--- src/design/luma_adjust_pkg.sv ---
// Constants, field layouts and carrier types for the luma sharpness and level stage.
// Assumes one pixel clock and an APB master that owns the register bus.
package luma_adjust_pkg;
	// Printed register indices; the byte address is four times the index.
	localparam logic [11:0] IDX_SHARP = 12'h126;
	localparam logic [11:0] IDX_OFFSET = 12'h127;
	localparam logic [11:0] IDX_GAIN = 12'h128;
	localparam logic [11:0] IDX_STATUS = 12'h129;
	localparam logic [11:0] ADDR_SHARP = {IDX_SHARP[9:0], 2'b00};
	localparam logic [11:0] ADDR_OFFSET = {IDX_OFFSET[9:0], 2'b00};
	localparam logic [11:0] ADDR_GAIN = {IDX_GAIN[9:0], 2'b00};
	localparam logic [11:0] ADDR_STATUS = {IDX_STATUS[9:0], 2'b00};
	// Reset values; the peaking centre field starts at the middle setting.
	localparam logic [11:0] SHARP_RST = 12'h200;
	localparam logic [11:0] OFFSET_RST = 12'h000;
	localparam logic [11:0] GAIN_RST = 12'h020;
	// Writable bit masks; reserved bits are stored as zero.
	localparam logic [11:0] SHARP_MASK = 12'h7ff;
	localparam logic [11:0] OFFSET_MASK = 12'h8ff;
	localparam logic [11:0] GAIN_MASK = 12'h7ff;
	// Field positions in the sharpness and coring word.
	localparam int CORE_LSB = 0;
	localparam int PEAK_LSB = 2;
	localparam int BYP_LP_BIT = 5;
	localparam int BYP_SKEW_BIT = 6;
	localparam int BYP_ACT_BIT = 7;
	localparam int SWAP_BIT = 8;
	localparam int FREQ_LSB = 9;
	// Field positions in the offset word.
	localparam int OFF_LSB = 0;
	localparam int FLOOR_BIT = 11;
	// Field positions in the gain word.
	localparam int GAIN_LSB = 0;
	localparam int REDUCE_LSB = 6;
	localparam int CLAMP_BIT = 8;
	localparam int OFF_SKIP_BIT = 9;
	localparam int GAIN_SKIP_BIT = 10;
	// Coring amounts in quarter LSBs, the resolution of the luma path.
	localparam logic [3:0] CORE_Q0 = 4'h0;
	localparam logic [3:0] CORE_Q1 = 4'h2;
	localparam logic [3:0] CORE_Q2 = 4'h4;
	localparam logic [3:0] CORE_Q3 = 4'h8;
	// Peaking neighbour distances for low, middle and high centre.
	localparam int DIST_LOW = 4;
	localparam int DIST_MID = 2;
	localparam int DIST_HIGH = 1;
	localparam int TAPS = 9;
	localparam int CENTRE = 4;
	// Luma levels in whole 8-bit codes; Y10_MAX is in 8.2 form.
	localparam logic [7:0] CLAMP_HI = 8'h20;
	localparam logic [7:0] CLAMP_LO = 8'h10;
	localparam logic [7:0] FLOOR_LVL = 8'h10;
	localparam logic [7:0] Y8_MAX = 8'hff;
	localparam logic [9:0] Y10_MAX = 10'h3ff;
	localparam logic [5:0] GAIN_UNITY = 6'h20;
	localparam int GAIN_FRAC = 5;
	localparam int FIFO_DEPTH = 8;
	// Width reduction methods, in field code order.
	typedef enum logic [1:0] {RED_ROUND, RED_TRUNC, RED_ACC1, RED_ACC2} reduce_e;
	// Input sample: luma with two fraction bits, chroma pair, pair phase.
	typedef struct packed {
		logic act;
		logic phase;
		logic [9:0] y;
		logic [7:0] cb;
		logic [7:0] cr;
	} pix_in_s;
	// Output sample: 8-bit luma and the chroma chosen for this slot.
	typedef struct packed {
		logic act;
		logic [7:0] y;
		logic [7:0] c;
	} pix_out_s;
	// Side data that travels beside luma through the stages.
	typedef struct packed {
		logic act;
		logic [7:0] c;
	} side_s;
endpackage

--- src/design/luma_sharpness_level_adjust.sv ---
// Luma peaking, coring, contrast, brightness and width reduction for one window.
// Assumes an APB master for the registers and a stream source of pixel samples.
//
// Local design decision: the APB slave port.
`timescale 1ns/1ps
`default_nettype none
module luma_sharpness_level_adjust (
	input wire logic clk_sys,
	input wire logic nrst,
	input wire logic [11:0] paddr,
	input wire logic psel,
	input wire logic penable,
	input wire logic pwrite,
	input wire logic [31:0] pwdata,
	output var logic [31:0] prdata,
	output var logic pready,
	output var logic pslverr,
	input wire logic s_valid,
	output logic s_ready,
	input wire luma_adjust_pkg::pix_in_s s_pix,
	output logic m_valid,
	input wire logic m_ready,
	output luma_adjust_pkg::pix_out_s m_pix
);
	import luma_adjust_pkg::*;

	////////////////////////////////////////////////////////////////////////////////
	// Register file.

	logic [11:0] sharp_reg; // Coring, peaking, bypass, swap, centre.
	logic [11:0] offset_reg; // Brightness offset and floor enable.
	logic [11:0] gain_reg; // Gain, reduction, clamp and skips.
	logic [3:0] fifo_level; // Output buffer fill.
	logic [1:0] err_reg; // Reduction error carried between samples.
	logic s1_v, s2_v, s3_v, s4_v, s5_v; // Stage valid flags.

	// Maps a byte address to a register slot; 4 means unmapped.
	function automatic logic [2:0] slot_of(input logic [11:0] a);
		case (a)
			ADDR_SHARP: slot_of = 3'h0;
			ADDR_OFFSET: slot_of = 3'h1;
			ADDR_GAIN: slot_of = 3'h2;
			ADDR_STATUS: slot_of = 3'h3;
			default: slot_of = 3'h4;
		endcase
	endfunction

	// Answer one cycle after setup, so the access phase always ends at once.
	always_ff @(posedge clk_sys) begin
		if (!nrst) begin
			pready <= 1'b0;
			pslverr <= 1'b0;
			prdata <= '0;
		end else if (psel && !penable) begin
			pready <= 1'b1;
			pslverr <= (slot_of(paddr) == 3'h4);
			case (slot_of(paddr))
				3'h0: prdata <= {20'h0, sharp_reg};
				3'h1: prdata <= {20'h0, offset_reg};
				3'h2: prdata <= {20'h0, gain_reg};
				3'h3: prdata <= {24'h0, err_reg, s1_v | s2_v | s3_v | s4_v | s5_v, 1'b0, fifo_level};
				default: prdata <= '0;
			endcase
		end else begin
			pready <= 1'b0;
			pslverr <= 1'b0;
		end
	end

	// Writes land at the access edge; reserved bits are masked to zero.
	always_ff @(posedge clk_sys) begin
		if (!nrst) begin
			sharp_reg <= SHARP_RST;
			offset_reg <= OFFSET_RST;
			gain_reg <= GAIN_RST;
		end else if (psel && penable && pready && pwrite) begin
			case (slot_of(paddr))
				3'h0: sharp_reg <= pwdata[11:0] & SHARP_MASK;
				3'h1: offset_reg <= pwdata[11:0] & OFFSET_MASK;
				3'h2: gain_reg <= pwdata[11:0] & GAIN_MASK;
				default: sharp_reg <= sharp_reg;
			endcase
		end
	end

	// Field views of the control words.
	logic [1:0] core_sel;
	logic [2:0] peak_gain;
	logic [1:0] freq_sel;
	logic [7:0] luma_offset;
	logic luma_floor_enable_w1;
	logic [5:0] luma_gain_factor_w1;
	reduce_e width_reduce_mode_w1;
	logic clamp_level_select_w1;
	logic offset_adder_skip_w1;
	logic gain_multiplier_skip_w1;
	assign core_sel = sharp_reg[CORE_LSB +: 2];
	assign peak_gain = sharp_reg[PEAK_LSB +: 3];
	assign freq_sel = sharp_reg[FREQ_LSB +: 2];
	assign luma_offset = offset_reg[OFF_LSB +: 8];
	assign luma_floor_enable_w1 = offset_reg[FLOOR_BIT];
	assign luma_gain_factor_w1 = gain_reg[GAIN_LSB +: 6];
	assign width_reduce_mode_w1 = reduce_e'(gain_reg[REDUCE_LSB +: 2]);
	assign clamp_level_select_w1 = gain_reg[CLAMP_BIT];
	assign offset_adder_skip_w1 = gain_reg[OFF_SKIP_BIT];
	assign gain_multiplier_skip_w1 = gain_reg[GAIN_SKIP_BIT];

	////////////////////////////////////////////////////////////////////////////////
	// Sample history and stage 1: skew, lowpass and peaking neighbours.

	logic adv; // Whole pipeline moves; low only in reset and while the buffer is full.
	logic take; // A source sample is accepted.
	logic push; // Stage 5 hands a sample to the buffer.
	pix_in_s tap_reg [TAPS]; // Newest sample in tap 0.
	pix_in_s ctr; // Sample at the filter centre.
	assign s_ready = adv;
	assign take = s_valid && adv;
	assign push = adv && s5_v;
	assign ctr = tap_reg[CENTRE];

	// Newest sample enters the history on every accepted transfer.
	always_ff @(posedge clk_sys) begin
		if (!nrst) begin
			tap_reg[0] <= '0;
		end else if (take) begin
			tap_reg[0] <= s_pix;
		end
	end

	// The rest of the history shifts one place per accepted sample.
	genvar gi;
	generate
		for (gi = 1; gi < TAPS; gi++) begin : g_tap
			always_ff @(posedge clk_sys) begin
				if (!nrst) begin
					tap_reg[gi] <= '0;
				end else if (take) begin
					tap_reg[gi] <= tap_reg[gi-1];
				end
			end
		end
	endgenerate

	logic [9:0] skew_y; // Centre luma after half-sample skew filter.
	logic [11:0] lp_sum; // Three-tap lowpass sum.
	logic [10:0] nb_sum; // Sum of the two peaking neighbours.
	logic [9:0] s1_y, s1_nb;
	side_s s1_side;
	always_comb begin
		skew_y = sharp_reg[BYP_SKEW_BIT] ? ctr.y : 10'((11'(ctr.y) + 11'(tap_reg[CENTRE+1].y) + 11'd1) >> 1);
		lp_sum = 12'(tap_reg[CENTRE-1].y) + {1'b0, skew_y, 1'b0} + 12'(tap_reg[CENTRE+1].y);
		case (freq_sel)
			2'b00: nb_sum = 11'(tap_reg[CENTRE-DIST_LOW].y) + 11'(tap_reg[CENTRE+DIST_LOW].y);
			2'b10: nb_sum = 11'(tap_reg[CENTRE-DIST_HIGH].y) + 11'(tap_reg[CENTRE+DIST_HIGH].y);
			default: nb_sum = 11'(tap_reg[CENTRE-DIST_MID].y) + 11'(tap_reg[CENTRE+DIST_MID].y);
		endcase
	end

	// Stage 1 registers filtered luma, neighbour mean, chroma slot and flag.
	always_ff @(posedge clk_sys) begin
		if (!nrst) begin
			s1_v <= 1'b0;
			s1_y <= '0;
			s1_nb <= '0;
			s1_side <= '0;
		end else if (adv) begin
			s1_v <= take;
			s1_y <= sharp_reg[BYP_LP_BIT] ? skew_y : lp_sum[11:2];
			s1_nb <= nb_sum[10:1];
			s1_side.act <= sharp_reg[BYP_ACT_BIT] ? ctr.act : tap_reg[CENTRE+1].act;
			s1_side.c <= (ctr.phase ^ sharp_reg[SWAP_BIT]) ? ctr.cr : ctr.cb;
		end
	end

	////////////////////////////////////////////////////////////////////////////////
	// Stage 2: coring and peaking of the high-frequency part.

	// Coring amount in quarter LSBs for a field code.
	function automatic logic [3:0] core_amount(input logic [1:0] code);
		case (code)
			2'b00: core_amount = CORE_Q0;
			2'b01: core_amount = CORE_Q1;
			2'b10: core_amount = CORE_Q2;
			default: core_amount = CORE_Q3;
		endcase
	endfunction

	logic signed [11:0] hf; // Centre minus neighbour mean.
	logic [10:0] hf_mag;
	logic [10:0] cored;
	logic [13:0] boost;
	logic signed [13:0] peak;
	logic signed [13:0] s2_y;
	side_s s2_side;
	always_comb begin
		hf = $signed({2'b00, s1_y}) - $signed({2'b00, s1_nb});
		hf_mag = hf[11] ? 11'(-hf) : hf[10:0];
		cored = (hf_mag > 11'(core_amount(core_sel))) ? hf_mag - 11'(core_amount(core_sel)) : '0;
		boost = (14'(cored) * 14'(peak_gain)) >> 2;
		peak = hf[11] ? -$signed(boost) : $signed(boost);
	end

	// Stage 2 adds the cored, scaled detail back onto the luma.
	always_ff @(posedge clk_sys) begin
		if (!nrst) begin
			s2_v <= 1'b0;
			s2_y <= '0;
			s2_side <= '0;
		end else if (adv) begin
			s2_v <= s1_v;
			s2_y <= $signed({4'h0, s1_y}) + peak;
			s2_side <= s1_side;
		end
	end

	////////////////////////////////////////////////////////////////////////////////
	// Stage 3: contrast about the clamp level.

	logic signed [13:0] clamp_q; // Clamp level with two fraction bits.
	logic signed [13:0] dlt;
	logic signed [20:0] prod;
	logic signed [15:0] s3_y;
	side_s s3_side;
	assign clamp_q = $signed({4'h0, clamp_level_select_w1 ? CLAMP_LO : CLAMP_HI, 2'b00});
	assign dlt = s2_y - clamp_q;
	assign prod = dlt * $signed({1'b0, luma_gain_factor_w1});

	// Stage 3 scales distance from the clamp level by the gain factor in 32nds.
	always_ff @(posedge clk_sys) begin
		if (!nrst) begin
			s3_v <= 1'b0;
			s3_y <= '0;
			s3_side <= '0;
		end else if (adv) begin
			s3_v <= s2_v;
			s3_side <= s2_side;
			if (gain_multiplier_skip_w1) begin
				s3_y <= 16'(s2_y);
			end else begin
				s3_y <= 16'(clamp_q) + prod[GAIN_FRAC +: 16];
			end
		end
	end

	////////////////////////////////////////////////////////////////////////////////
	// Stage 4: brightness offset.

	logic signed [15:0] off_q; // Offset with two fraction bits.
	logic signed [15:0] s4_y;
	side_s s4_side;
	assign off_q = $signed({{6{luma_offset[7]}}, luma_offset, 2'b00});

	// Stage 4 adds the signed offset unless the adder is skipped.
	always_ff @(posedge clk_sys) begin
		if (!nrst) begin
			s4_v <= 1'b0;
			s4_y <= '0;
			s4_side <= '0;
		end else if (adv) begin
			s4_v <= s3_v;
			s4_side <= s3_side;
			s4_y <= offset_adder_skip_w1 ? s3_y : s3_y + off_q;
		end
	end

	////////////////////////////////////////////////////////////////////////////////
	// Stage 5: reduction to 8 bits, saturation and floor.

	logic [9:0] v_sat; // Luma in 8.2 form, limited to range.
	logic [9:0] sum9;
	logic [10:0] sum10;
	logic [8:0] red;
	logic [1:0] err_next;
	logic [7:0] y8;
	logic [7:0] y_out;
	always_comb begin
		if (s4_y < 0) begin
			v_sat = '0;
		end else if (s4_y > $signed({6'h0, Y10_MAX})) begin
			v_sat = Y10_MAX;
		end else begin
			v_sat = s4_y[9:0];
		end
		sum9 = {1'b0, v_sat[9:1]} + {9'h0, err_reg[0]};
		sum10 = {1'b0, v_sat} + {9'h0, err_reg};
		err_next = err_reg;
		case (width_reduce_mode_w1)
			RED_ROUND: red = 9'(({1'b0, v_sat[9:1]} + 10'h1) >> 1);
			RED_TRUNC: red = {1'b0, v_sat[9:2]};
			RED_ACC1: begin
				red = sum9[9:1];
				err_next = {1'b0, sum9[0]};
			end
			RED_ACC2: begin
				red = sum10[10:2];
				err_next = sum10[1:0];
			end
			default: red = {1'b0, v_sat[9:2]};
		endcase
		y8 = red[8] ? Y8_MAX : red[7:0];
		y_out = (luma_floor_enable_w1 && y8 < FLOOR_LVL) ? FLOOR_LVL : y8;
	end

	pix_out_s s5_pix;
	// The error carry moves only when a real sample passes stage 5.
	always_ff @(posedge clk_sys) begin
		if (!nrst) begin
			err_reg <= '0;
		end else if (adv && s4_v) begin
			err_reg <= err_next;
		end
	end

	// Stage 5 holds the finished sample until the buffer takes it.
	always_ff @(posedge clk_sys) begin
		if (!nrst) begin
			s5_v <= 1'b0;
			s5_pix <= '0;
		end else if (adv) begin
			s5_v <= s4_v;
			s5_pix <= '{act: s4_side.act, y: y_out, c: s4_side.c};
		end
	end

	////////////////////////////////////////////////////////////////////////////////
	// Output buffer; its free-space flag stalls every stage.

	sample_fifo #(
		.WIDTH($bits(pix_out_s)),
		.DEPTH(FIFO_DEPTH)
	) u_out_fifo (
		.clk_sys(clk_sys),
		.nrst(nrst),
		.in_valid(s5_v),
		.in_ready(adv),
		.in_data(s5_pix),
		.out_valid(m_valid),
		.out_ready(m_ready),
		.out_data(m_pix),
		.level(fifo_level)
	);

	////////////////////////////////////////////////////////////////////////////////
	// Checks on the pipeline.

	property p_core_small;
		@(posedge clk_sys) disable iff (!nrst)
		(adv && hf_mag <= 11'(core_amount(core_sel))) |=> (s2_y == $signed({4'h0, $past(s1_y)}));
	endproperty
	a_core_small: assert property (p_core_small) else $error("Small detail not cored away.");

	property p_no_peak;
		@(posedge clk_sys) disable iff (!nrst)
		(adv && peak_gain == 3'h0) |=> (s2_y == $signed({4'h0, $past(s1_y)}));
	endproperty
	a_no_peak: assert property (p_no_peak) else $error("Peaking active at gain zero.");

	property p_swap;
		@(posedge clk_sys) disable iff (!nrst)
		(adv && (ctr.phase ^ sharp_reg[SWAP_BIT])) |=> (s1_side.c == $past(ctr.cr));
	endproperty
	a_swap: assert property (p_swap) else $error("Chroma slot order wrong.");

	property p_offset;
		@(posedge clk_sys) disable iff (!nrst)
		(adv && !offset_adder_skip_w1) |=> (s4_y == $past(s3_y) + $past(off_q));
	endproperty
	a_offset: assert property (p_offset) else $error("Offset not added.");

	property p_floor;
		@(posedge clk_sys) disable iff (!nrst)
		(adv && s4_v && luma_floor_enable_w1) |=> (s5_pix.y >= FLOOR_LVL);
	endproperty
	a_floor: assert property (p_floor) else $error("Luma below floor.");

	property p_unity;
		@(posedge clk_sys) disable iff (!nrst)
		(adv && !gain_multiplier_skip_w1 && luma_gain_factor_w1 == GAIN_UNITY) |=> (s3_y == 16'($past(s2_y)));
	endproperty
	a_unity: assert property (p_unity) else $error("Unity gain altered luma.");

	property p_trunc;
		@(posedge clk_sys) disable iff (!nrst)
		(adv && width_reduce_mode_w1 == RED_TRUNC && !luma_floor_enable_w1) |=> (s5_pix.y == $past(v_sat[9:2]));
	endproperty
	a_trunc: assert property (p_trunc) else $error("Truncation result wrong.");

	property p_clamp;
		@(posedge clk_sys) disable iff (!nrst)
		(adv && !gain_multiplier_skip_w1 && luma_gain_factor_w1 == 6'h0) |=> (s3_y == 16'($past(clamp_q)));
	endproperty
	a_clamp: assert property (p_clamp) else $error("Zero gain missed clamp level.");

	property p_skips;
		@(posedge clk_sys) disable iff (!nrst)
		(adv && offset_adder_skip_w1 && gain_multiplier_skip_w1) ##1 (adv && offset_adder_skip_w1)
			|=> (s4_y == 16'($past(s2_y, 2)));
	endproperty
	a_skips: assert property (p_skips) else $error("Skipped stages changed luma.");

	property p_stall;
		@(posedge clk_sys) disable iff (!nrst)
		(!adv && s5_v) |=> (s5_v && $stable(s5_pix));
	endproperty
	a_stall: assert property (p_stall) else $error("Stalled sample lost.");

	c_take: cover property (@(posedge clk_sys) disable iff (!nrst) take ##5 push);
	c_full: cover property (@(posedge clk_sys) disable iff (!nrst) s5_v && !adv);
	c_acc2: cover property (@(posedge clk_sys) disable iff (!nrst) push && width_reduce_mode_w1 == RED_ACC2);
endmodule
`default_nettype wire

--- src/design/sample_fifo.sv ---
// Flip-flop FIFO with valid and ready on both sides.
// Assumes push and pop come from the same clock as the storage.
`timescale 1ns/1ps
`default_nettype none
module sample_fifo #(
	parameter int WIDTH = 17,
	parameter int DEPTH = 8
) (
	input wire logic clk_sys,
	input wire logic nrst,
	input wire logic in_valid,
	output var logic in_ready,
	input wire logic [WIDTH-1:0] in_data,
	output var logic out_valid,
	input wire logic out_ready,
	output logic [WIDTH-1:0] out_data,
	output var logic [$clog2(DEPTH):0] level
);
	localparam int AW = $clog2(DEPTH);
	localparam logic [AW-1:0] LAST = AW'(DEPTH - 1);
	localparam logic [AW:0] FULL = (AW + 1)'(DEPTH);
	logic [WIDTH-1:0] mem_reg [DEPTH]; // Storage words.
	logic [AW-1:0] wr_reg; // Write index.
	logic [AW-1:0] rd_reg; // Read index.
	logic [AW:0] level_next; // Fill after this edge.
	logic push;
	logic pop;

	// Handshakes on both sides.
	assign push = in_valid && in_ready;
	assign pop = out_valid && out_ready;
	assign level_next = level + (AW + 1)'(push) - (AW + 1)'(pop);
	assign out_data = mem_reg[rd_reg];

	// Storage is written only at a taken push.
	always_ff @(posedge clk_sys) begin
		if (push) begin
			mem_reg[wr_reg] <= in_data;
		end
	end

	// Indices, fill level and the flags derived from it.
	always_ff @(posedge clk_sys) begin
		if (!nrst) begin
			wr_reg <= '0;
			rd_reg <= '0;
			level <= '0;
			in_ready <= 1'b0;
			out_valid <= 1'b0;
		end else begin
			if (push) begin
				wr_reg <= (wr_reg == LAST) ? '0 : wr_reg + 1'b1;
			end
			if (pop) begin
				rd_reg <= (rd_reg == LAST) ? '0 : rd_reg + 1'b1;
			end
			level <= level_next;
			in_ready <= (level_next != FULL);
			out_valid <= (level_next != '0);
		end
	end
endmodule
`default_nettype wire

--- config.mk ---
export PLATFORM = sky130hd
export DESIGN_NAME = luma_sharpness_level_adjust
export DESIGN_NICKNAME = d
export VERILOG_FILES = /design/src/design/luma_adjust_pkg.sv /design/src/design/luma_sharpness_level_adjust.sv /design/src/design/sample_fifo.sv
export SDC_FILE = /design/constraint.sdc
export NUM_CORES = 1
export LEC_CHECK = 0
export BUFFER_PORTS_ARGS = -buffer_cell sky130_fd_sc_hd__buf_2
export CORE_MARGIN = 4
export CORE_UTILIZATION = 30
export DETAILED_ROUTE_END_ITERATION = 10
export HOLD_SLACK_MARGIN = 0.05
export PLACE_DENSITY_LB_ADDON = 0.2
export SYNTH_ARGS = -nofsm -noshare
export SYNTH_HDL_FRONTEND = slang
export SYNTH_SLANG_ARGS = --single-unit
--- constraint.sdc ---
create_clock -name clk_sys -period 11.5 [get_ports clk_sys]
set_clock_uncertainty 0.05 [all_clocks]
set_input_delay 3.45 -clock clk_sys [delete_from_list [all_inputs] [get_ports clk_sys]]
set_output_delay 3.45 -clock clk_sys [all_outputs]
set_load 0.1 [all_outputs]
Yosys cells after proc, flatten, opt, wreduce, memory -nomap -nowiden
Memories as Yosys holds them, arrays and structs flattened. A register that Yosys moved wholly into a read port is not among the register bits.
Index checks and enable logic that the tools add are counted.
W data, S select, Z words.
{"block": "classes", "mul": 2, "n_mux": 44, "n_bitwise": 14, "eq_ne": 19, "magnitude_cmp": 4, "add_sub_neg": 22, "n_reduce_logical": 22}
{"operator": "$mux W28", "count": 9}
{"operator": "$eq A12 B11 Y1 const B", "count": 4}
{"operator": "$pmux W12 S4", "count": 1}
{"operator": "$add A10 B10 Y11", "count": 4}
{"operator": "$mux W10", "count": 4}
{"operator": "$pmux W9 S4", "count": 1}
{"operator": "$mux W16", "count": 2}
{"operator": "$mux W3", "count": 8}
{"operator": "$mux W8", "count": 3}
{"operator": "$mux W11", "count": 2}
{"operator": "$pmux W11 S2", "count": 1}
{"operator": "$mul A14 B7 Y21", "count": 1}
{"operator": "$add A16 B10 Y16", "count": 1}
{"operator": "$add A8 B16 Y16", "count": 1}
{"operator": "$gt A16 B11 Y1 const B", "count": 1}
{"operator": "$lt A16 B1 Y1 const B", "count": 1}
{"operator": "$add A11 B14 Y14", "count": 1}
{"operator": "$mul A11 B3 Y14", "count": 1}
{"operator": "$mux W14", "count": 1}
{"operator": "$neg A12 Y14", "count": 1}
{"operator": "$sub A14 B9 Y14", "count": 1}
{"operator": "$or A1 B1 Y1", "count": 13}
{"operator": "$add A10 B11 Y12", "count": 1}
{"operator": "$add A12 B10 Y12", "count": 1}
{"operator": "other kinds (31)", "count": 63}
{"block": "word_totals", "memories": 2, "ff_bits": 203, "out_inout_bits": 53, "input_bits": 79, "mem_bits_rw": 388}
{"memory": "tap_reg", "words": 9, "width": 28, "read_ports": 9, "rd_clocked_by_memory_dff": 0, "write_ports": 9, "line": "luma_sharpness_level_adjust.sv:114", "text": "pix_in_s tap_reg [TAPS];"}
{"memory": "u_out_fifo.mem_reg", "words": 8, "width": 17, "read_ports": 1, "rd_clocked_by_memory_dff": 1, "write_ports": 1, "line": "sample_fifo.sv:22", "text": "logic [WIDTH-1:0] mem_reg [DEPTH];"}

Depth between registers and ports, before layout
Gate-level depths: netlist of run 1.
{"block": "depth", "depth_word": 9, "depth_mapped": 39, "depth_no_buf": 38}

Modules after synthesis
A second synthesis of run 1 with hierarchy kept.
{"block": "hier_totals", "hier_cells": 2664, "hier_area_um2": 28902.7}
{"module": "luma_sharpness_level_adjust", "seq_area_each_um2": 8858.5, "cells_per_inst": 2383, "area_per_inst_um2": 22943.3, "n_inst": 1}
{"module": "sample_fifo", "seq_area_each_um2": 4384.2, "cells_per_inst": 281, "area_per_inst_um2": 5959.5, "n_inst": 1}

Worst setup path after synthesis of run 1
No wires, ideal clock.
{"block": "synth_timing", "path_type": "flip-flop to flip-flop", "start": "register s1_y[0]", "end": "register s2_y[13]", "setup_ns": 0.117, "arrival_time_ns": 8.486, "path_stages_with_launch": 39, "setup_slack_ns": 2.848, "required_time_ns": 11.333, "period_less_slack_ns": 8.652, "path_cell_list": "dfxtp_1 inv_1 ha_1 inv_1 fa_1 a21o_1 a211o_1 a2111o_1 a41oi_4 clkbuf_1 nand2b_1 xnor2_1 inv_1 fa_1 nor2b_1 nor2_1 a41oi_1 a211oi_2 [... 3 more ...] fa_1 ha_1 fa_1 a211oi_1 o21bai_1 a2111oi_0 nor2_1 xnor2_1 nor3_1 a21oi_1 xnor2_1 ha_1 nand2_1 o21ai_0 nand2_1 mux2_2 maj3_1 a22o_1"}
{"block": "synth_via", "elab_chain_len": 9, "elab_cells_between_ends": 10, "classes_between": "5 x add/sub; 1 x mul; 1 x order compare; 3 x mux"}
{"element": "from (decl)", "line": "luma_sharpness_level_adjust.sv:147", "text": "logic [9:0] s1_y, s1_nb;"}
{"element": "from (signal assigned)", "line": "luma_sharpness_level_adjust.sv:168", "text": "s1_y <= sharp_reg[BYP_LP_BIT] ? skew_y : lp_sum[11:2];"}
{"element": "$sub A10 B10 Y11", "line": "luma_sharpness_level_adjust.sv:196", "text": "hf = $signed({2'b00, s1_y}) - $signed({2'b00, s1_nb});"}
{"element": "$neg A11 Y11", "line": "luma_sharpness_level_adjust.sv:197", "text": "hf_mag = hf[11] ? 11'(-hf) : hf[10:0];"}
{"element": "$mux W11", "line": "luma_sharpness_level_adjust.sv:197"}
{"element": "$sub A11 B4 Y11 / $gt A11 B4 Y1 (equally long branches)", "line": "luma_sharpness_level_adjust.sv:198", "text": "cored = (hf_mag > 11'(core_amount(core_sel))) ? hf_mag - 11'(core_amount(core_sel)) : '0;"}
{"element": "$mux W11", "line": "luma_sharpness_level_adjust.sv:198"}
{"element": "$mul A11 B3 Y14", "line": "luma_sharpness_level_adjust.sv:199", "text": "boost = (14'(cored) * 14'(peak_gain)) >> 2;"}
{"element": "$neg A12 Y14", "line": "luma_sharpness_level_adjust.sv:200", "text": "peak = hf[11] ? -$signed(boost) : $signed(boost);"}
{"element": "$mux W14", "line": "luma_sharpness_level_adjust.sv:200"}
{"element": "$add A11 B14 Y14 (*)", "line": "luma_sharpness_level_adjust.sv:211", "text": "s2_y <= $signed({4'h0, s1_y}) + peak;"}
{"element": "to (signal assigned)", "line": "luma_sharpness_level_adjust.sv:211"}
{"element": "to (decl)", "line": "luma_sharpness_level_adjust.sv:193", "text": "logic signed [13:0] s2_y;"}
Mark *: on every way between the ends. The rest lies on a longest branch, timed or not.
A chain may end at the register's enable or synchronous reset.

Worst setup path in the final report of run 1
Same ends and word-level chain as after synthesis.

==> metrics, run 1 <==
Largest delay share family, worst path=compound AO/OA/AOI/OAI gates; Finish-stage setup viols=0; Rows=113; fin area=0.03226 mm²; initial drt markers=1,237; largest net degree at the start of global routing=135; worst hold-check path type=reg -> reg; Post-synth ARST share=0%; Setup crit end kind=flip-flop; RR Endpoint=s2_y[13]; crit path DAT=9.98 ns; Reg-to-Reg Start=s1_y[0]; cell count after synthesis=2,637; cts bufs inserted=54; unique cell type count in the Yosys netlist=86; Boundary Pins=132; core area=0.09501 mm²; Max Freq=104.6 MHz; setup bufs post-CTS=0; Vias/cell=4.777; Setup CP Type=reg -> reg; Static Leakage=12.71 nW; Post-synth top cells=edfxtp_1 (317), nor2_1 (248), and2_1 (209), dfxtp_1 (186), inv_1 (181); hpwl dp=49.62 mm; Worst slew margin=22.82%; Layout Nets=3,016; Yosys top cell by area=edfxtp_1; DP Worst Slack=2.010 ns; CTS hold repair buffers=0; Post-synth EDFFs=317; WL/cell=17.08 µm; Die Y=317.4 µm; CTS resizes=0; VDD IR max=0.1547 mV; final worst-path cycle share=83.16%; worst setup margin=1.937 ns; top cell type's share of synthesized area=33.14%; Largest register FFs=181; Setup Total Neg Slack=0 ns; Tmin final=9.563 ns; Hold Crit Endpoint=prdata[11]; Worst Hold Launch=prdata[11]; Stages on worst setup path=37; DRT Pass-1 Iters=5; CTS Root Cell=clkbuf_16; clk sinks=503; initial antenna violation count=8; Crit path required time=11.92 ns; Hold Crit Depth=2; sequential share of the synthesized area=46.11%; vias in the first global route=19,630; die width=317.4 µm; routed vias=19,130; Syn Std Cell Area=0.02872 mm²; Clock transition at path regs=0.06 ns; FF+latch count, synth=503; Placed Area=0.03050 mm²; Crit Path Max Fanout=17; first-pass GRT wire length=109.3 mm; Initial Util=30.23%; Layout area overhead=12.32%; PwrDens=225.3 mW/mm²; Longest Clk Path Bufs=3; Total GRT Usage=13.35%; Hold Vio Cnt, Final=0; Worst R2R Path Depth=37; CP max stage delay=0.65 ns; clock latency on the worst-skew pair=0.62 ns; RSZ-0062 raised after global routing=no; Avg Cell Area, Syn=10.89 µm²; H-tree levels=2; GPL Wtd Cong=0.8142; R2R setup slack=1.94 ns; GR Overflow Total=0; Least-Margin Pin Slew=1.155 ns; die area=0.1008 mm²; Synth Flop Type=edfxtp_1; slowest cell on the critical path=a2111oi_0; share of post-route cells with drive strength above 1=10.59%; critical path buffer and inverter count=3; WL final=68.41 mm; Worst setup SP type=flip-flop; CTS tree=yes; Post-DRT Antenna Nets=0; max-cap viol count=0; Port Buf Inserts=91; Final Max Slew Viols=0; most used cell, CP=fa_1; status=finished, final reports clean; DR DRC count=0; most common cell in the netlist=edfxtp_1; top cells by area, synth=edfxtp_1 (33%), dfxtp_1 (13%), ha_1 (6.7%); yosys warns=0
-- kinds of logic after synthesis --
group	count (synthesis)	share of synthesized area, %
and+or+nand+nor	838	14.84
DFF	503	46.11
AOI/OAI and AO/OA	441	10.21
buffers and inverters	312	4.339
adders and majority gates	245	13.02
muxes	169	7.480
xor gates and xnor gates	128	3.995
other	1	0.01306
-- report_power, final --
group	internal, mW	leakage [nW]	switching, mW	total, mW
logic	1.26	7.18	1.90	3.16
clock network	0.976	0.840	0.731	1.71
registers	2.20	4.69	0.199	2.40
-- metrics by stage --
stage	std cells	hold WS [ns]	utilization, %	power [mW]
2_1_floorplan	2656	0.3761	-	4.900
3_3_place_gp	3902	0.3996	32.10	5.569
3_5_place_dp	3902	0.4014	32.10	5.604
4_1_cts	4004	0.4155	33.95	7.362
5_1_grt	4004	0.4335	33.95	7.830
6_report	4005	0.4123	33.95	7.268
-- layout make-up --
cell class	instances	area (µm²)
multi-input combinational	1841	14380
fill	9634	62750
clock buffer	69	1428
tap	1265	1583
inverter	182	688.2
timing repair buffer	111	605.6
clock inverter	33	325.3
antenna	1	2.502
sequential	503	13250
-- metal layers --
metal / vias up / global-route usage (%) / share of wire, %
met1: 9317 / 19.07 / 49
met3: 88 / 2.296 / 4.5
li1: 9383 / - / -
met4: 4 / 2.894 / 1.8
met5: - / 0 / 0.042
met2: 339 / 21.30 / 45
-- worst max-delay path by stage --
stage,startpoint,endpoint,slack [ns]
2_1_floorplan,s1_y[0],s2_y[13],2.85
3_3_place_gp,s1_y[0],s2_y[13],1.92
3_5_place_dp,s1_y[0],s2_y[13],2.01
4_1_cts,s1_y[0],s2_y[13],1.90
5_1_grt,s1_y[0],s2_y[13],0.97
6_report,s1_y[0],s2_y[13],1.94
-- worst reg2reg max path: cells and delay by family, from the launching register on --
kind	cells	cell delay [ns]
AO/OA/AOI/OAI	13	3.62
adder cells (fa/ha/maj)	8	2.82
AND/OR/NAND/NOR	9	1.50
XOR/XNOR	3	0.60
flip-flops	1	0.33
multiplexers	1	0.30
buffers and inverters	3	0.20
-- layout by cell type (no fill, tap or decap), types with 37 or more instances in the layout --
cell,netlist,routed
mux2i_1,110,110
nand2b_1,37,37
nor2_1,248,246
o21ai_0,110,110
edfxtp_1,317,317
dfxtp_1,186,184
xnor2_1,96,96
clkbuf_16,0,54
inv_1,181,181
nand2_1,138,137
a21oi_1,109,109
nor3_1,56,52
and2_1,209,209
nor2b_1,45,45
buf_2,0,91
ha_1,154,154
fa_1,90,90
Note: power is estimated with default switching activity, not from simulation.
==> run 2: changes to the inputs <==
==> constraint.sdc (replaced) <==
create_clock -name clk_sys -period 9 [get_ports clk_sys]
set_clock_uncertainty 0.05 [all_clocks]
set_input_delay 2.7 -clock clk_sys [delete_from_list [all_inputs] [get_ports clk_sys]]
set_output_delay 2.7 -clock clk_sys [all_outputs]
set_load 0.1 [all_outputs]
==> run 2 against run 1 <==
  * Total power increased by 32%
  * Flip-flop and latch count unchanged
  * Die area is the same
  * Combinational power up 33%
  * Sequential share of layout area decreased by 0.43 points
  * Sequential power grew 29%
  * Via count is 0.38% higher
  * Routed wire length rose by 2.0%
  * Critical endpoint unchanged
==> metrics, run 2 (synthesis results as in run 1) <==
status=finished, final reports clean; initial drt markers=1,073; Boundary Pins=132; die width=317.4 µm; PwrDens=294.5 mW/mm²; CTS Root Cell=clkbuf_16; CTS tree=yes; Rows=113; sw frac=38.63%; Total GRT Usage=13.59%; vias in the first global route=19,460; H-tree levels=2; WL final=69.81 mm; clock latency on the worst-skew pair=0.62 ns; DRT Pass-1 Iters=7; Placed Area=0.03061 mm²; Final Max Slew Viols=0; hpwl dp=50.05 mm; slowest cell on the critical path=a2111o_1; power share of the sequential group=32.3%; Vias/cell=4.775; fin cells=4,022; first-pass GRT wire length=110.1 mm; Worst setup SP type=flip-flop; Tmin final=8.578 ns; commonest non-fill, non-tap cell in the layout=edfxtp_1; Initial Util=30.23%; Hold Vio Cnt, Final=0; CTS hold repair buffers=0; Least-Margin Pin Slew=1.177 ns; Port Buf Inserts=91; Layout area overhead=13.50%; GR Overflow Total=0; DP Worst Slack=0.2292 ns; Crit path required time=9.43 ns; Pint=5.892 mW; DP Cell Count=3,913; VDD IR max=0.2673 mV; initial antenna violation count=8; Setup CP Type=reg -> reg; Clock transition at path regs=0.06 ns; CP max stage delay=0.49 ns; largest net degree at the start of global routing=125; Setup crit end kind=flip-flop; Die Y=317.4 µm; die area=0.1008 mm²; Post-DRT Antenna Nets=0; clock power share=24.1%; GPL Wtd Cong=0.8075; Static Leakage=12.88 nW; Comb pwr share=43.6%; fin area=0.03260 mm²; Crit Path Max Fanout=6; cts bufs inserted=55; Worst slew margin=21.44%; final worst-path cycle share=95.31%; routed vias=19,200; FILL cells=9,620; clk sinks=503; worst setup margin=0.4224 ns; core area=0.09501 mm²; Max Freq=116.6 MHz; Tot Pwr=9.601 mW; most used cell, CP=ha_1; worst hold-check path type=reg -> reg; crit path DAT=9.01 ns; Largest register FFs=181; share of post-route cells with drive strength above 1=11.87%; Finish-stage setup viols=0; Layout Nets=3,033; max-cap viol count=0; DR DRC count=0; switching power=3.709 mW; WL/cell=17.36 µm; most frequent cells in the layout=edfxtp_1 (317), nor2_1 (246), and2_1 (209); Longest Clk Path Bufs=3
run 2: cell types whose count changed in the layout (fill, tap and decap cells not counted), sizes merged:
cell and change:
inv +1, clkbuf -4, bufinv +4, clkinvlp +2, clkinv -2, buf +16
run 2: final timing paths:
kind / depth (start not counted) / endpoint / startpoint / slack (ns)
worst max-delay path: 37 / s2_y[13] / s1_y[0] / 0.42
worst min-delay path: 2 / prdata[11] / prdata[11] / 0.42
worst min register to register: 2 / prdata[11] / prdata[11] / 0.42
worst max register to register: 37 / s2_y[13] / s1_y[0] / 0.42
run 2: repair_timing:
action                     CTS  global route
setup buffers                0             5
gates resized for setup      0            19
setup endpoints to repair    0             4
run 2: cell type report:
cell class              count  area (µm²)  area share [%]
multi-input cells        1841       14460           44.37
flip-flops and latches    503       13250           40.64
well taps                1265        1583           4.855
clock buffers              65        1424           4.368
repair buffers            127       754.5           2.314
inverters                 182       688.2           2.111
clock inverters            38       436.7           1.340
diodes                      1       2.502        0.007676
run 2: power by group through the flow:
stage	Combinational (mW)	Sequential (mW)	Clock (mW)
final	4.19	3.10	2.32
after floorplan	3.21	3.05	0
after CTS	4.13	3.10	2.39
after detailed placement	4.09	3.15	0
after global routing	4.67	3.14	2.50
after global placement	4.05	3.14	0
run 2: metrics by stage:
step | utilization (%) | setup TNS (ns) | hold WS, ns
after floorplan | - | 0 | 0.3761
after global placement | 32.22 | 0 | 0.4030
after detailed placement | 32.22 | 0 | 0.4057
after CTS | 34.18 | 0 | 0.4176
after global routing | 34.31 | -0.06022 | 0.4442
final | 34.31 | 0 | 0.4168
run 2: worst max-delay path: cells and delay by family (launching register included):
kind	cells	cell delay, ns
xor gates and xnor gates	3	0.43
and+or+nand+nor	9	1.24
AOI/OAI and AO/OA	13	3.11
DFF	1	0.33
buffers and inverters	3	0.29
adders and majority gates	8	2.65
muxes	1	0.30
run 2: routing by layer:
metal | GRT usage [%] | vias to the layer above | wire length (µm)
met5 | 0 | - | 56
met4 | 3.257 | 8 | 1306
met3 | 2.563 | 99 | 3387
met2 | 21.67 | 409 | 31380
met1 | 19.14 | 9242 | 33680
li1 | - | 9446 | -
